<file path="config.mk">
export PLATFORM = sky130hd
export DESIGN_NAME = spmc_top
export DESIGN_NICKNAME = d
export VERILOG_FILES = /design/src/rtl/spmc_pkg.sv /design/src/rtl/spmc_sync.sv /design/src/rtl/spmc_top.sv
export VERILOG_INCLUDE_DIRS = /design/src /design/src/rtl
export SDC_FILE = /design/constraint.sdc
export NUM_CORES = 1
export LEC_CHECK = 0
export BUFFER_PORTS_ARGS = -buffer_cell sky130_fd_sc_hd__buf_2
export CORE_ASPECT_RATIO = 2
export CORE_UTILIZATION = 47
export DETAILED_ROUTE_END_ITERATION = 7
export PLACE_DENSITY = 0.76
export SKIP_LAST_GASP = 1
export SYNTH_ARGS = -nofsm -noshare
export SYNTH_HDL_FRONTEND = slang
export SYNTH_SLANG_ARGS = --single-unit
</file>
<file path="constraint.sdc">
create_clock -name clock -period 2.22 [get_ports clock]
set_input_delay 0.222 -clock clock [delete_from_list [all_inputs] [get_ports clock]]
set_output_delay 0.222 -clock clock [all_outputs]
set_load 0.05 [all_outputs]
</file>
<file path="src/rtl/spmc_map.svh">
`ifndef SPMC_MAP_SVH
`define SPMC_MAP_SVH
// Summary of operation
// - master drives mosi, slave drives miso
// - both data lines shift msb first
// - master mosi carries shift register msb
// - miso floats when disabled or deselected
// - three-wire slave always drives miso msb
// - sck driven only as master
// - deselected four-wire slave ignores sck
// - mode 00 three-wire, slave always selected
// - mode 01 select input, low selects
// - select falling edge disables master in 01
// - mode 1x drives select pin lower bit
// - select pin mapped except in mode 00
// - data write fills buffer, starts transfer
// - mode fault clears enables, sets fault flag
// - eight slave bits set done, fill receive unless still full (overrun flag then)
// - select falling edge resets four-wire slave bit counter

// ----------------------------------------
// register offsets
// ----------------------------------------
`define SPMC_OFF_CTRL   4'h0
`define SPMC_OFF_DATA   4'h4
`define SPMC_OFF_STS    4'h8
`define SPMC_OFF_MASK   4'hC

// ----------------------------------------
// control fields and reset values
// ----------------------------------------
`define SPMC_CTRL_PORT  0
`define SPMC_CTRL_MSTR  1
`define SPMC_CTRL_MODE  2
`define SPMC_MODE_3W    2'h0
`define SPMC_MODE_MM    2'h1
`define SPMC_RST_MODE   2'h1

// ----------------------------------------
// status bits
// ----------------------------------------
`define SPMC_ST_DONE    0
`define SPMC_ST_WCOL    1
`define SPMC_ST_MODE_FAULT_FLAG    2
`define SPMC_ST_OVR     3

// ----------------------------------------
// bus answers and timing
// ----------------------------------------
`define SPMC_RESP_OKAY  2'h0
`define SPMC_RESP_SLV   2'h2
`define SPMC_SCK_HALF   8'h0A
`define SPMC_LAST_BIT   3'h7
`endif

</file>
<file path="src/rtl/spmc_pkg.sv">
package spmc_pkg;
	// master clock engine phases
	typedef enum logic [2:0] {
		SPMC_IDLE = 3'b001,
		SPMC_LOW  = 3'b010,
		SPMC_HIGH = 3'b100
	} spmc_mst_t;

	// whole state of the port
	typedef struct packed {
		logic        bvalid;
		logic [1:0]  bresp;
		logic        rvalid;
		logic [1:0]  rresp;
		logic [31:0] rdata;
		logic        port_en;
		logic        mstr_en;
		logic [1:0]  sel_mode;
		logic [3:0]  sts;
		logic [3:0]  msk;
		logic        irq;
		logic [7:0]  txbuf;
		logic        txfull;
		logic [7:0]  shreg;
		logic        shfull;
		logic [7:0]  rxbuf;
		logic        rxfull;
		logic [2:0]  bitcnt;
		logic [7:0]  div;
		spmc_mst_t   mst;
		logic        sck_out;
		logic        rbit;
		logic        sck_q;
		logic        nss_q;
	} spmc_state_t;
endpackage

</file>
<file path="src/rtl/spmc_sync.sv">
`timescale 1ns/10ps
module spmc_sync #(
	parameter int W = 4
) (
	input  wire logic         clock, // system clock
	input  wire logic         rst_n, // async reset, low
	input  wire logic [W-1:0] din,   // raw pin levels
	output logic      [W-1:0] dout   // synchronised levels
);
	typedef struct packed {
		logic [W-1:0] meta;
		logic [W-1:0] stab;
	} spmc_sync_t;

	spmc_sync_t sync_reg;
	spmc_sync_t sync_next;

	// two stage chain, first stage feeds only the second
	always_comb begin
		sync_next      = sync_reg;
		sync_next.meta = din;
		sync_next.stab = sync_reg.meta;
	end

	// state register
	always_ff @(posedge clock or negedge rst_n) begin
		if (!rst_n) begin
			sync_reg <= '0;
		end else begin
			sync_reg <= sync_next;
		end
	end

	assign dout = sync_reg.stab;
endmodule

</file>
<file path="src/rtl/spmc_top.sv">
// Our own choices: register access over AXI4-Lite and the register addresses.
`timescale 1ns/10ps
`include "spmc_map.svh"
module spmc_top import spmc_pkg::*; #(
	parameter logic [7:0] HALF = `SPMC_SCK_HALF
) (
	input  wire logic        clock,         // system clock
	input  wire logic        rst_n,         // async reset, low
	input  wire logic [3:0]  s_axi_awaddr,  // write address
	input  wire logic [2:0]  s_axi_awprot,  // unused
	input  wire logic        s_axi_awvalid, // write address valid
	output logic             s_axi_awready, // write address ready
	input  wire logic [31:0] s_axi_wdata,   // write data
	input  wire logic [3:0]  s_axi_wstrb,   // byte enables
	input  wire logic        s_axi_wvalid,  // write data valid
	output logic             s_axi_wready,  // write data ready
	output logic [1:0]       s_axi_bresp,   // write answer
	output logic             s_axi_bvalid,  // write answer valid
	input  wire logic        s_axi_bready,  // write answer ready
	input  wire logic [3:0]  s_axi_araddr,  // read address
	input  wire logic [2:0]  s_axi_arprot,  // unused
	input  wire logic        s_axi_arvalid, // read address valid
	output logic             s_axi_arready, // read address ready
	output logic [31:0]      s_axi_rdata,   // read data
	output logic [1:0]       s_axi_rresp,   // read answer
	output logic             s_axi_rvalid,  // read answer valid
	input  wire logic        s_axi_rready,  // read answer ready
	input  wire logic        sck_i,         // serial clock in
	output logic             sck_o,         // serial clock out
	output logic             sck_oe,        // serial clock drive
	input  wire logic        mosi_i,        // master data in
	output logic             mosi_o,        // master data out
	output logic             mosi_oe,       // master data drive
	input  wire logic        miso_i,        // slave data in
	output logic             miso_o,        // slave data out
	output logic             miso_oe,       // slave data drive
	input  wire logic        nss_i,         // select in
	output logic             nss_o,         // select out
	output logic             nss_oe,        // select drive
	output logic             nss_map,       // select routed to pin
	output logic             irq            // interrupt level
);
	// ----------------------------------------
	// declarations
	// ----------------------------------------
	spmc_state_t state_reg;
	spmc_state_t state_next;
	logic [3:0]  pin_s;
	logic        sck_s;
	logic        nss_s;
	logic        mosi_s;
	logic        miso_s;
	logic        wr_go;
	logic        rd_go;
	logic        selected;
	logic        slave_act;
	logic        four_slave;
	logic        sck_rise;
	logic        sck_fall;
	logic        nss_fall;
	logic        byte_done;
	logic        sh_free;
	logic [7:0]  shin;
	logic [3:0]  ev;
	logic [3:0]  clr;

	// pin synchronisers
	spmc_sync #(.W(4)) u_sync (
		.clock (clock),
		.rst_n (rst_n),
		.din   ({sck_i, nss_i, mosi_i, miso_i}),
		.dout  (pin_s)
	);
	assign sck_s  = pin_s[3];
	assign nss_s  = pin_s[2];
	assign mosi_s = pin_s[1];
	assign miso_s = pin_s[0];

	// ----------------------------------------
	// decode of pin events and roles
	// ----------------------------------------
	assign selected   = (state_reg.sel_mode == `SPMC_MODE_3W) |
		((state_reg.sel_mode == `SPMC_MODE_MM) & ~nss_s);
	assign slave_act  = state_reg.port_en & ~state_reg.mstr_en & selected;
	assign four_slave = state_reg.port_en & ~state_reg.mstr_en &
		(state_reg.sel_mode == `SPMC_MODE_MM);
	assign sck_rise   = sck_s & ~state_reg.sck_q;
	assign sck_fall   = ~sck_s & state_reg.sck_q;
	assign nss_fall   = state_reg.nss_q & ~nss_s;
	assign shin       = {state_reg.shreg[6:0], state_reg.rbit};

	// bus handshakes
	assign wr_go = s_axi_awvalid & s_axi_wvalid & ~state_reg.bvalid;
	assign rd_go = s_axi_arvalid & ~state_reg.rvalid;
	assign s_axi_awready = wr_go;
	assign s_axi_wready  = wr_go;
	assign s_axi_arready = ~state_reg.rvalid;

	// ----------------------------------------
	// next state
	// ----------------------------------------
	always_comb begin
		state_next       = state_reg;
		byte_done        = 1'b0;
		ev               = 4'h0;
		clr              = 4'h0;
		sh_free          = 1'b0;
		state_next.sck_q = sck_s;
		state_next.nss_q = nss_s;
		if (state_reg.bvalid & s_axi_bready) begin
			state_next.bvalid = 1'b0;
		end
		if (state_reg.rvalid & s_axi_rready) begin
			state_next.rvalid = 1'b0;
		end

		// master clock engine, mode 0 timing
		unique case (state_reg.mst)
			SPMC_IDLE: begin
				if (state_reg.port_en & state_reg.mstr_en &
					state_reg.shfull) begin
					state_next.mst = SPMC_LOW;
					state_next.div = 8'h00;
				end
			end
			SPMC_LOW: begin
				state_next.div = state_reg.div + 8'h01;
				if (state_reg.div == HALF - 8'h01) begin
					state_next.sck_out = 1'b1;
					state_next.rbit    = miso_s;
					state_next.div     = 8'h00;
					state_next.mst     = SPMC_HIGH;
				end
			end
			SPMC_HIGH: begin
				state_next.div = state_reg.div + 8'h01;
				if (state_reg.div == HALF - 8'h01) begin
					state_next.sck_out = 1'b0;
					state_next.div     = 8'h00;
					state_next.shreg   = shin;
					state_next.bitcnt  = state_reg.bitcnt + 3'h1;
					if (state_reg.bitcnt == `SPMC_LAST_BIT) begin
						byte_done      = 1'b1;
						state_next.mst = SPMC_IDLE;
					end else begin
						state_next.mst = SPMC_LOW;
					end
				end
			end
		endcase

		// slave engine, sck ignored while not selected
		if (slave_act) begin
			if (sck_rise) begin
				state_next.rbit = mosi_s;
			end
			if (sck_fall) begin
				state_next.shreg  = shin;
				state_next.bitcnt = state_reg.bitcnt + 3'h1;
				if (state_reg.bitcnt == `SPMC_LAST_BIT) begin
					byte_done = 1'b1;
				end
			end
		end
		if (four_slave & nss_fall) begin
			state_next.bitcnt = 3'h0;
		end

		// a disabled port holds its engines at rest
		if (~state_reg.port_en) begin
			state_next.mst     = SPMC_IDLE;
			state_next.sck_out = 1'b0;
			state_next.bitcnt  = 3'h0;
		end

		// register reads, data read frees the receive buffer
		if (rd_go) begin
			state_next.rvalid = 1'b1;
			state_next.rresp  = `SPMC_RESP_OKAY;
			state_next.rdata  = 32'h0;
			case (s_axi_araddr)
				`SPMC_OFF_CTRL: state_next.rdata[3:0] = {state_reg.sel_mode,
					state_reg.mstr_en, state_reg.port_en};
				`SPMC_OFF_DATA: begin
					state_next.rdata[7:0] = state_reg.rxbuf;
					state_next.rxfull     = 1'b0;
				end
				`SPMC_OFF_STS:  state_next.rdata[3:0] = state_reg.sts;
				`SPMC_OFF_MASK: state_next.rdata[3:0] = state_reg.msk;
				default:        state_next.rresp = `SPMC_RESP_SLV;
			endcase
		end

		// end of byte: receive, overrun, reload from buffer
		if (byte_done) begin
			state_next.shfull = 1'b0;
			ev[`SPMC_ST_DONE] = 1'b1;
			if (state_reg.rxfull & ~state_reg.mstr_en) begin
				ev[`SPMC_ST_OVR] = 1'b1;
			end else begin
				state_next.rxbuf  = shin;
				state_next.rxfull = 1'b1;
			end
			if (state_reg.txfull) begin
				state_next.shreg  = state_reg.txbuf;
				state_next.txfull = 1'b0;
				state_next.shfull = 1'b1;
			end
		end

		// multi-master fault on select falling edge
		if (state_reg.port_en & state_reg.mstr_en & nss_fall &
			(state_reg.sel_mode == `SPMC_MODE_MM)) begin
			state_next.mstr_en = 1'b0;
			state_next.port_en = 1'b0;
			state_next.mst     = SPMC_IDLE;
			state_next.sck_out = 1'b0;
			state_next.bitcnt  = 3'h0;
			state_next.shfull  = 1'b0;
			ev[`SPMC_ST_MODE_FAULT_FLAG]  = 1'b1;
		end

		// register writes
		sh_free = ~state_reg.shfull & (state_reg.bitcnt == 3'h0) &
			(state_reg.mst == SPMC_IDLE) & ~byte_done;
		if (wr_go) begin
			state_next.bvalid = 1'b1;
			state_next.bresp  = `SPMC_RESP_OKAY;
			case (s_axi_awaddr)
				`SPMC_OFF_CTRL: begin
					if (s_axi_wstrb[0]) begin
						state_next.port_en  = s_axi_wdata[`SPMC_CTRL_PORT];
						state_next.mstr_en  = s_axi_wdata[`SPMC_CTRL_MSTR];
						state_next.sel_mode = s_axi_wdata[3:2];
					end
				end
				`SPMC_OFF_DATA: begin
					if (s_axi_wstrb[0]) begin
						if (state_reg.txfull) begin
							ev[`SPMC_ST_WCOL] = 1'b1;
						end else if (sh_free) begin
							state_next.shreg  = s_axi_wdata[7:0];
							state_next.shfull = 1'b1;
						end else begin
							state_next.txbuf  = s_axi_wdata[7:0];
							state_next.txfull = 1'b1;
						end
					end
				end
				`SPMC_OFF_STS: begin
					if (s_axi_wstrb[0]) begin
						clr = s_axi_wdata[3:0];
					end
				end
				`SPMC_OFF_MASK: begin
					if (s_axi_wstrb[0]) begin
						state_next.msk = s_axi_wdata[3:0];
					end
				end
				default: state_next.bresp = `SPMC_RESP_SLV;
			endcase
		end

		// sticky flags, a new event beats a clear
		state_next.sts = (state_reg.sts & ~clr) | ev;
		state_next.irq = |(state_next.sts & state_next.msk);
	end

	// state register
	always_ff @(posedge clock or negedge rst_n) begin
		if (!rst_n) begin
			state_reg          <= '0;
			state_reg.mst      <= SPMC_IDLE;
			state_reg.sel_mode <= `SPMC_RST_MODE;
			state_reg.sck_q    <= 1'b0;
			state_reg.nss_q    <= 1'b0;
		end else begin
			state_reg <= state_next;
		end
	end

	// ----------------------------------------
	// outputs
	// ----------------------------------------
	assign s_axi_bvalid = state_reg.bvalid;
	assign s_axi_bresp  = state_reg.bresp;
	assign s_axi_rvalid = state_reg.rvalid;
	assign s_axi_rresp  = state_reg.rresp;
	assign s_axi_rdata  = state_reg.rdata;
	assign irq          = state_reg.irq;
	// pin directions by role and select mode
	assign sck_o   = state_reg.sck_out;
	assign sck_oe  = state_reg.port_en & state_reg.mstr_en;
	assign mosi_o  = state_reg.shreg[7];
	assign mosi_oe = state_reg.port_en & state_reg.mstr_en;
	assign miso_o  = state_reg.shreg[7];
	assign miso_oe = slave_act;
	assign nss_o   = state_reg.sel_mode[0];
	assign nss_oe  = state_reg.sel_mode[1];
	assign nss_map = (state_reg.sel_mode != `SPMC_MODE_3W);
endmodule

</file>
Word level (Yosys, flattened, before mapping)
Index checks and enable logic that the tools add are counted.

Eq/ne operators: 17. $add $sub $neg: 2. Bitwise gates (word level): 37. Reduce and logical (&&, ||, !) cells: 15. Mux-type cells: 65.

Operator list (number): two-way mux 4 bit (12); two-way mux 10 bit (4); two-way mux 35 bit (1); case mux 11 bit (3 select lines) (1); two-way mux 8 bit (4); two-way mux 9 bit (3); two-way mux 1 bit (23); AND 1 bit (21); two-way mux 3 bit (7); two-way mux 19 bit (1); equality test 4 bit (second input constant) (4); case mux 4 bit (4 select lines) (1); two-way mux 15 bit (1); two-way mux 13 bit (1); inequality test 4 bit (second input constant) (3); OR reduction 4 bit (3); two-way mux 11 bit (1); NOT 1 bit (11); AND reduction 3 bit (3); adder 8 x 1 -> 8 bit (second input constant) (1); AND 4 bit (2); equality test 4 x 3 -> 1 bit (second input constant) (2); equality test 8 x 4 -> 1 bit (second input constant) (1); logical NOT 4 bit (2); 17 further kinds (23).

Input port bits: 61. Flip-flop bits (word level): 80. Word-level logic and storage cells: 162.

Depth between registers and ports, before layout
Depth after elaboration: 14. Depth in mapped cells: 8. Depth with buffers taken out: 7.

By module
From an unflattened synthesis, not the netlist that was laid out.

Cell total of the unflattened synthesis: 332. Area total of the unflattened synthesis: 3885.0 µm².

Modules (own cells, without submodules): spmc_top (cells each 324, area each 3684.8 µm², instances 1); spmc_sync (cells each 8, area each 200.2 µm², instances 1).

Least setup slack after synthesis
No wires, ideal clock.

Path kind: register to register. Start point: register state_reg (netlist bit s_axi_bvalid). End point: register state_reg (netlist bit irq). Cell stages (with the launch flop): 8. Buffers on the path: 0. Path slack: -339 ps. Data arrival time: 2433 ps. Cells stage by stage: dfrtp_1 inv_1 nand3_1 clkinv_1 nand3_1 mux2_2 a22o_1 a221o_1.

RTL lines: start: declaration (line spmc_top.sv:46) `spmc_state_t state_reg;`; start signal: assignment (line spmc_top.sv:278) `state_reg <= state_next;`.

Worst setup path in the final report
Start point: register state_reg[16] in the netlist's numbering. End point: register state_reg[41] in the netlist's numbering.

Cells in the longest elaborated chain, start to end: 11. Elaborated cells on any way between the ends: 14. Classes of those cells: eq/ne: 1; mux: 6; bitwise: 5; reduce/logical: 2.

Ends and longest elaborated chain: equality test 3 bit (no line); two-way mux 1 bit (line spmc_top.sv:142) `` if (state_reg.bitcnt == `SPMC_LAST_BIT) begin ``; two-way mux 1 bit (line spmc_top.sv:137) `if (state_reg.div == HALF - 8'h01) begin`; two-way mux 1 bit (line spmc_top.sv:118) `unique case (state_reg.mst)`; two-way mux 1 bit (line spmc_top.sv:160) `` if (state_reg.bitcnt == `SPMC_LAST_BIT) begin ``; two-way mux 1 bit (line spmc_top.sv:157) `if (sck_fall) begin`; two-way mux 1 bit (line spmc_top.sv:153) `if (slave_act) begin`; NOT 1 bit (line spmc_top.sv:225) `(state_reg.mst == SPMC_IDLE) & ~byte_done;`; AND 1 bit * (line spmc_top.sv:225); NOT 1 bit (no line) *; AND reduction 5 bit (no line) *.

Every way passes the cells marked *; elsewhere a longest branch is shown, timed or not. A chain may end at the register's enable or synchronous reset.

==> flow_summary.toml <==
[floorplan]
core_um2 = 8000
fp.dieH_um = 130.7
rows = 46
start_util = 0.4864
die_x_um = 66.34
num_io_pins = 112
dieArea_um2 = 8669

[grt]
grt_pass1_vias = 2638
grt_usage = 0.2068
busiest_layer = "met2"
grt_max_degree = 46
grt.overflow.total = 0
antenna_found_initial = 0
grt_pass1_wl_mm = 12.87
use_met2 = 0.3679
use_met3 = 0.05208
gr-usage-met1 = 0.2114

[clock_tree]
cts_buffers = 9
clk_pin_slew_ps = 60
clock_sinks = 78
cts_tree = "built"
clkLatencyLatePin_ps = 340
htreeDepth = 3
cts_max_path_buffers = 2
cts-root-buf = "clkbuf_16"

[logic_synthesis]
synth_compound_area_frac = 0.08489
synth_top_cell_area_share = 0.4887
synth_fa_ha_area_frac = 0.01608
ys_seq_elements = 78
synth_area_leaders = "dfrtp_1, mux2_2, buf_4, mux4_2, a22o_1"
synth-simple-area-share = 0.1203
synth_cell_types = 53
ys_seq_area_frac = 0.5023
synth_warnings = 0
postSynthCellCount = 322
yosysTopAreaCell = "dfrtp_1"
synth.avg_cell_area_um2 = 12.08
async_flop_share = 1.000
synthXorXnorAreaFrac = 0.006752
synth_area_um2 = 3891
synth-edff-count = 0
synthFlopType = "dfrtp_1"
synth_top_family_by_area = "multiplexers"
synth_mux_area_frac = 0.1720

[timing]
slew_headroom = 0.6285
rsz0062_at_grt = "yes"
finalCritPeriodShare = 0.9792
tightest_slew_ps = 553.0
layout_setup_ws_ps = 46.17
hold_violations = 0
hold_ws_ps = 65.74
fin_crit_ps = 2174
fmax_mhz = 460.0
tns_ps = 0
fin_skew_ps = 5.005
drv_slew = 0
setup-violations-final = 0

[layout]
final_area_um2 = 4659
num_antenna_cells = 0
fin_cells = 496
utilization = 0.5824
layout-drive-gt1-share = 0.4175
fillers = 647
syn2layout_area_growth_pct = 19.74
layout.nets = 461
largest_register_ffs = 45

[run_status]
status = "finished, final reports clean"

[route]
wl_mm = 8.153
routed_via_density = 5.349
drt_first_iter_violations = 84
wl_per_cell_um = 16.44
ant_nets = 0
first_pass_iters = 6
num_vias = 2653
drc = 0

[placement]
dpl_cell_area_um2 = 4234
place.gp.congestion = 0.8575
place_ws_ps = -60.01
dpl.hpwl_mm = 6.021
io_buffers = 52
place_inst = 471

[worst_setup_path]
endpoint_kind = "flip-flop"
criticalPathCategory = "flip-flop to flip-flop"
cp-start-kind = "flip-flop"
cp.required_ps = 2440
cp_max_fo = 5
arrival_ps = 2390

[power_and_ir_drop]
power_mw = 4.980
power.leakage_nw = 2.292
powerDensity_nw_per_um2 = 1069
peakVddDrop_mv = 0.6659

[run]
maxCapViolCount = 0

[min_path]
hold_path_class = "primary input to flip-flop"
worst paths after layout:
check	start	to	slack, ps	cells past startpoint
setup / recovery	state_reg[16]	state_reg[41]	50	8
hold reg to reg	u_sync.sync_next[0]	u_sync.dout[0]	350	0
max in group asynchronous	rst_n	state_reg[4]	1130	3
hold / removal	s_axi_bready	s_axi_bvalid	70	2
min in group asynchronous	rst_n	u_sync.sync_next[3]	420	2
setup reg to reg	state_reg[16]	state_reg[41]	50	8
where the power goes:
group          internal [mW]  switching [mW]  leakage (nW)
Clock                  0.907           0.541         0.151
Sequential              1.73           0.253         0.983
Combinational          0.677           0.875          1.16
cell families (layout without fill, tap and decap cells):
family | Yosys count | count (layout)
xor gates and xnor gates | 3 | 3
adders and majority gates | 5 | 5
and+or+nand+nor | 75 | 75
buffers and inverters | 58 | 110
muxes | 56 | 56
DFF | 78 | 78
AOI/OAI and AO/OA | 46 | 47
other | 1 | 26
Yosys cell counts (all sizes together) (4+ instances only):
| cell type | n |
|---|---|
| nor3 | 6 |
| buf | 41 |
| a22o | 9 |
| nand3 | 10 |
| inv | 13 |
| mux4 | 4 |
| o21ai | 17 |
| or2 | 4 |
| dfrtp | 76 |
| a21oi | 6 |
| nor4b | 4 |
| mux2 | 47 |
| nor2 | 14 |
| ha | 5 |
| mux2i | 5 |
| and3 | 5 |
| nand2 | 14 |
layout make-up:
class | count | area (um2) | share of cell area
Clock buffer | 14 | 294.0 | 0.06310
Multi-Input combinational cell | 212 | 1683 | 0.3612
Tap cell | 96 | 120.1 | 0.02578
Inverter | 14 | 53.80 | 0.01155
Clock inverter | 2 | 12.51 | 0.002685
Timing Repair Buffer | 80 | 540.5 | 0.1160
Sequential cell | 78 | 1956 | 0.4197
cells in the final DEF (no fill, tap or decap), types with 2 or more instances in the layout:
| cell type | count |
|---|---|
| nand2_1 | 12 |
| mux2i_1 | 5 |
| buf_12 | 3 |
| mux2_2 | 47 |
| nand2_2 | 2 |
| nor3_1 | 6 |
| clkbuf_8 | 5 |
| dfstp_2 | 2 |
| conb_1 | 26 |
| or2_2 | 3 |
| and2_1 | 2 |
| ha_1 | 3 |
| o31ai_1 | 2 |
| clkinv_2 | 2 |
| nand2b_1 | 3 |
| dlygate4sd3_1 | 5 |
| nor4b_2 | 3 |
| nor2_1 | 14 |
| mux4_2 | 4 |
| and3b_1 | 2 |
| buf_4 | 20 |
| a21oi_1 | 6 |
| buf_2 | 51 |
| xnor2_1 | 3 |
| dfrtp_1 | 75 |
| inv_1 | 13 |
| nor3b_1 | 3 |
| a22o_1 | 9 |
| nand3_1 | 10 |
| o21ai_0 | 15 |
| o21ai_4 | 2 |
| and3_1 | 4 |
| clkbuf_16 | 10 |
| a31oi_1 | 3 |
metal layers:
layer	share of wire	vias up	routed length (um)
met5	0	-	0
met4	0.041	0	331
met3	0.033	23	272
met2	0.57	75	4636
met1	0.36	1319	2912
li1	-	1236	-
what timing repair did:
item,CTS,global route
gates resized for setup,1,4
hold buffers,5,0
setup buffers,0,2
endpoints found under the setup margin,17,24
endpoints found under the hold margin,45,0
pin swaps,0,5
cloned,0,2
critical path, stage by stage, from the launching register on:
cell and delay, ps:
dfrtp_1 390, ha_2 210, ha_4 160, and3b_1 150, and3_4 170, or2_4 260
o21ai_4 210, clkbuf_16 190, mux2_2 320
(Power assumes the default switching activity.)
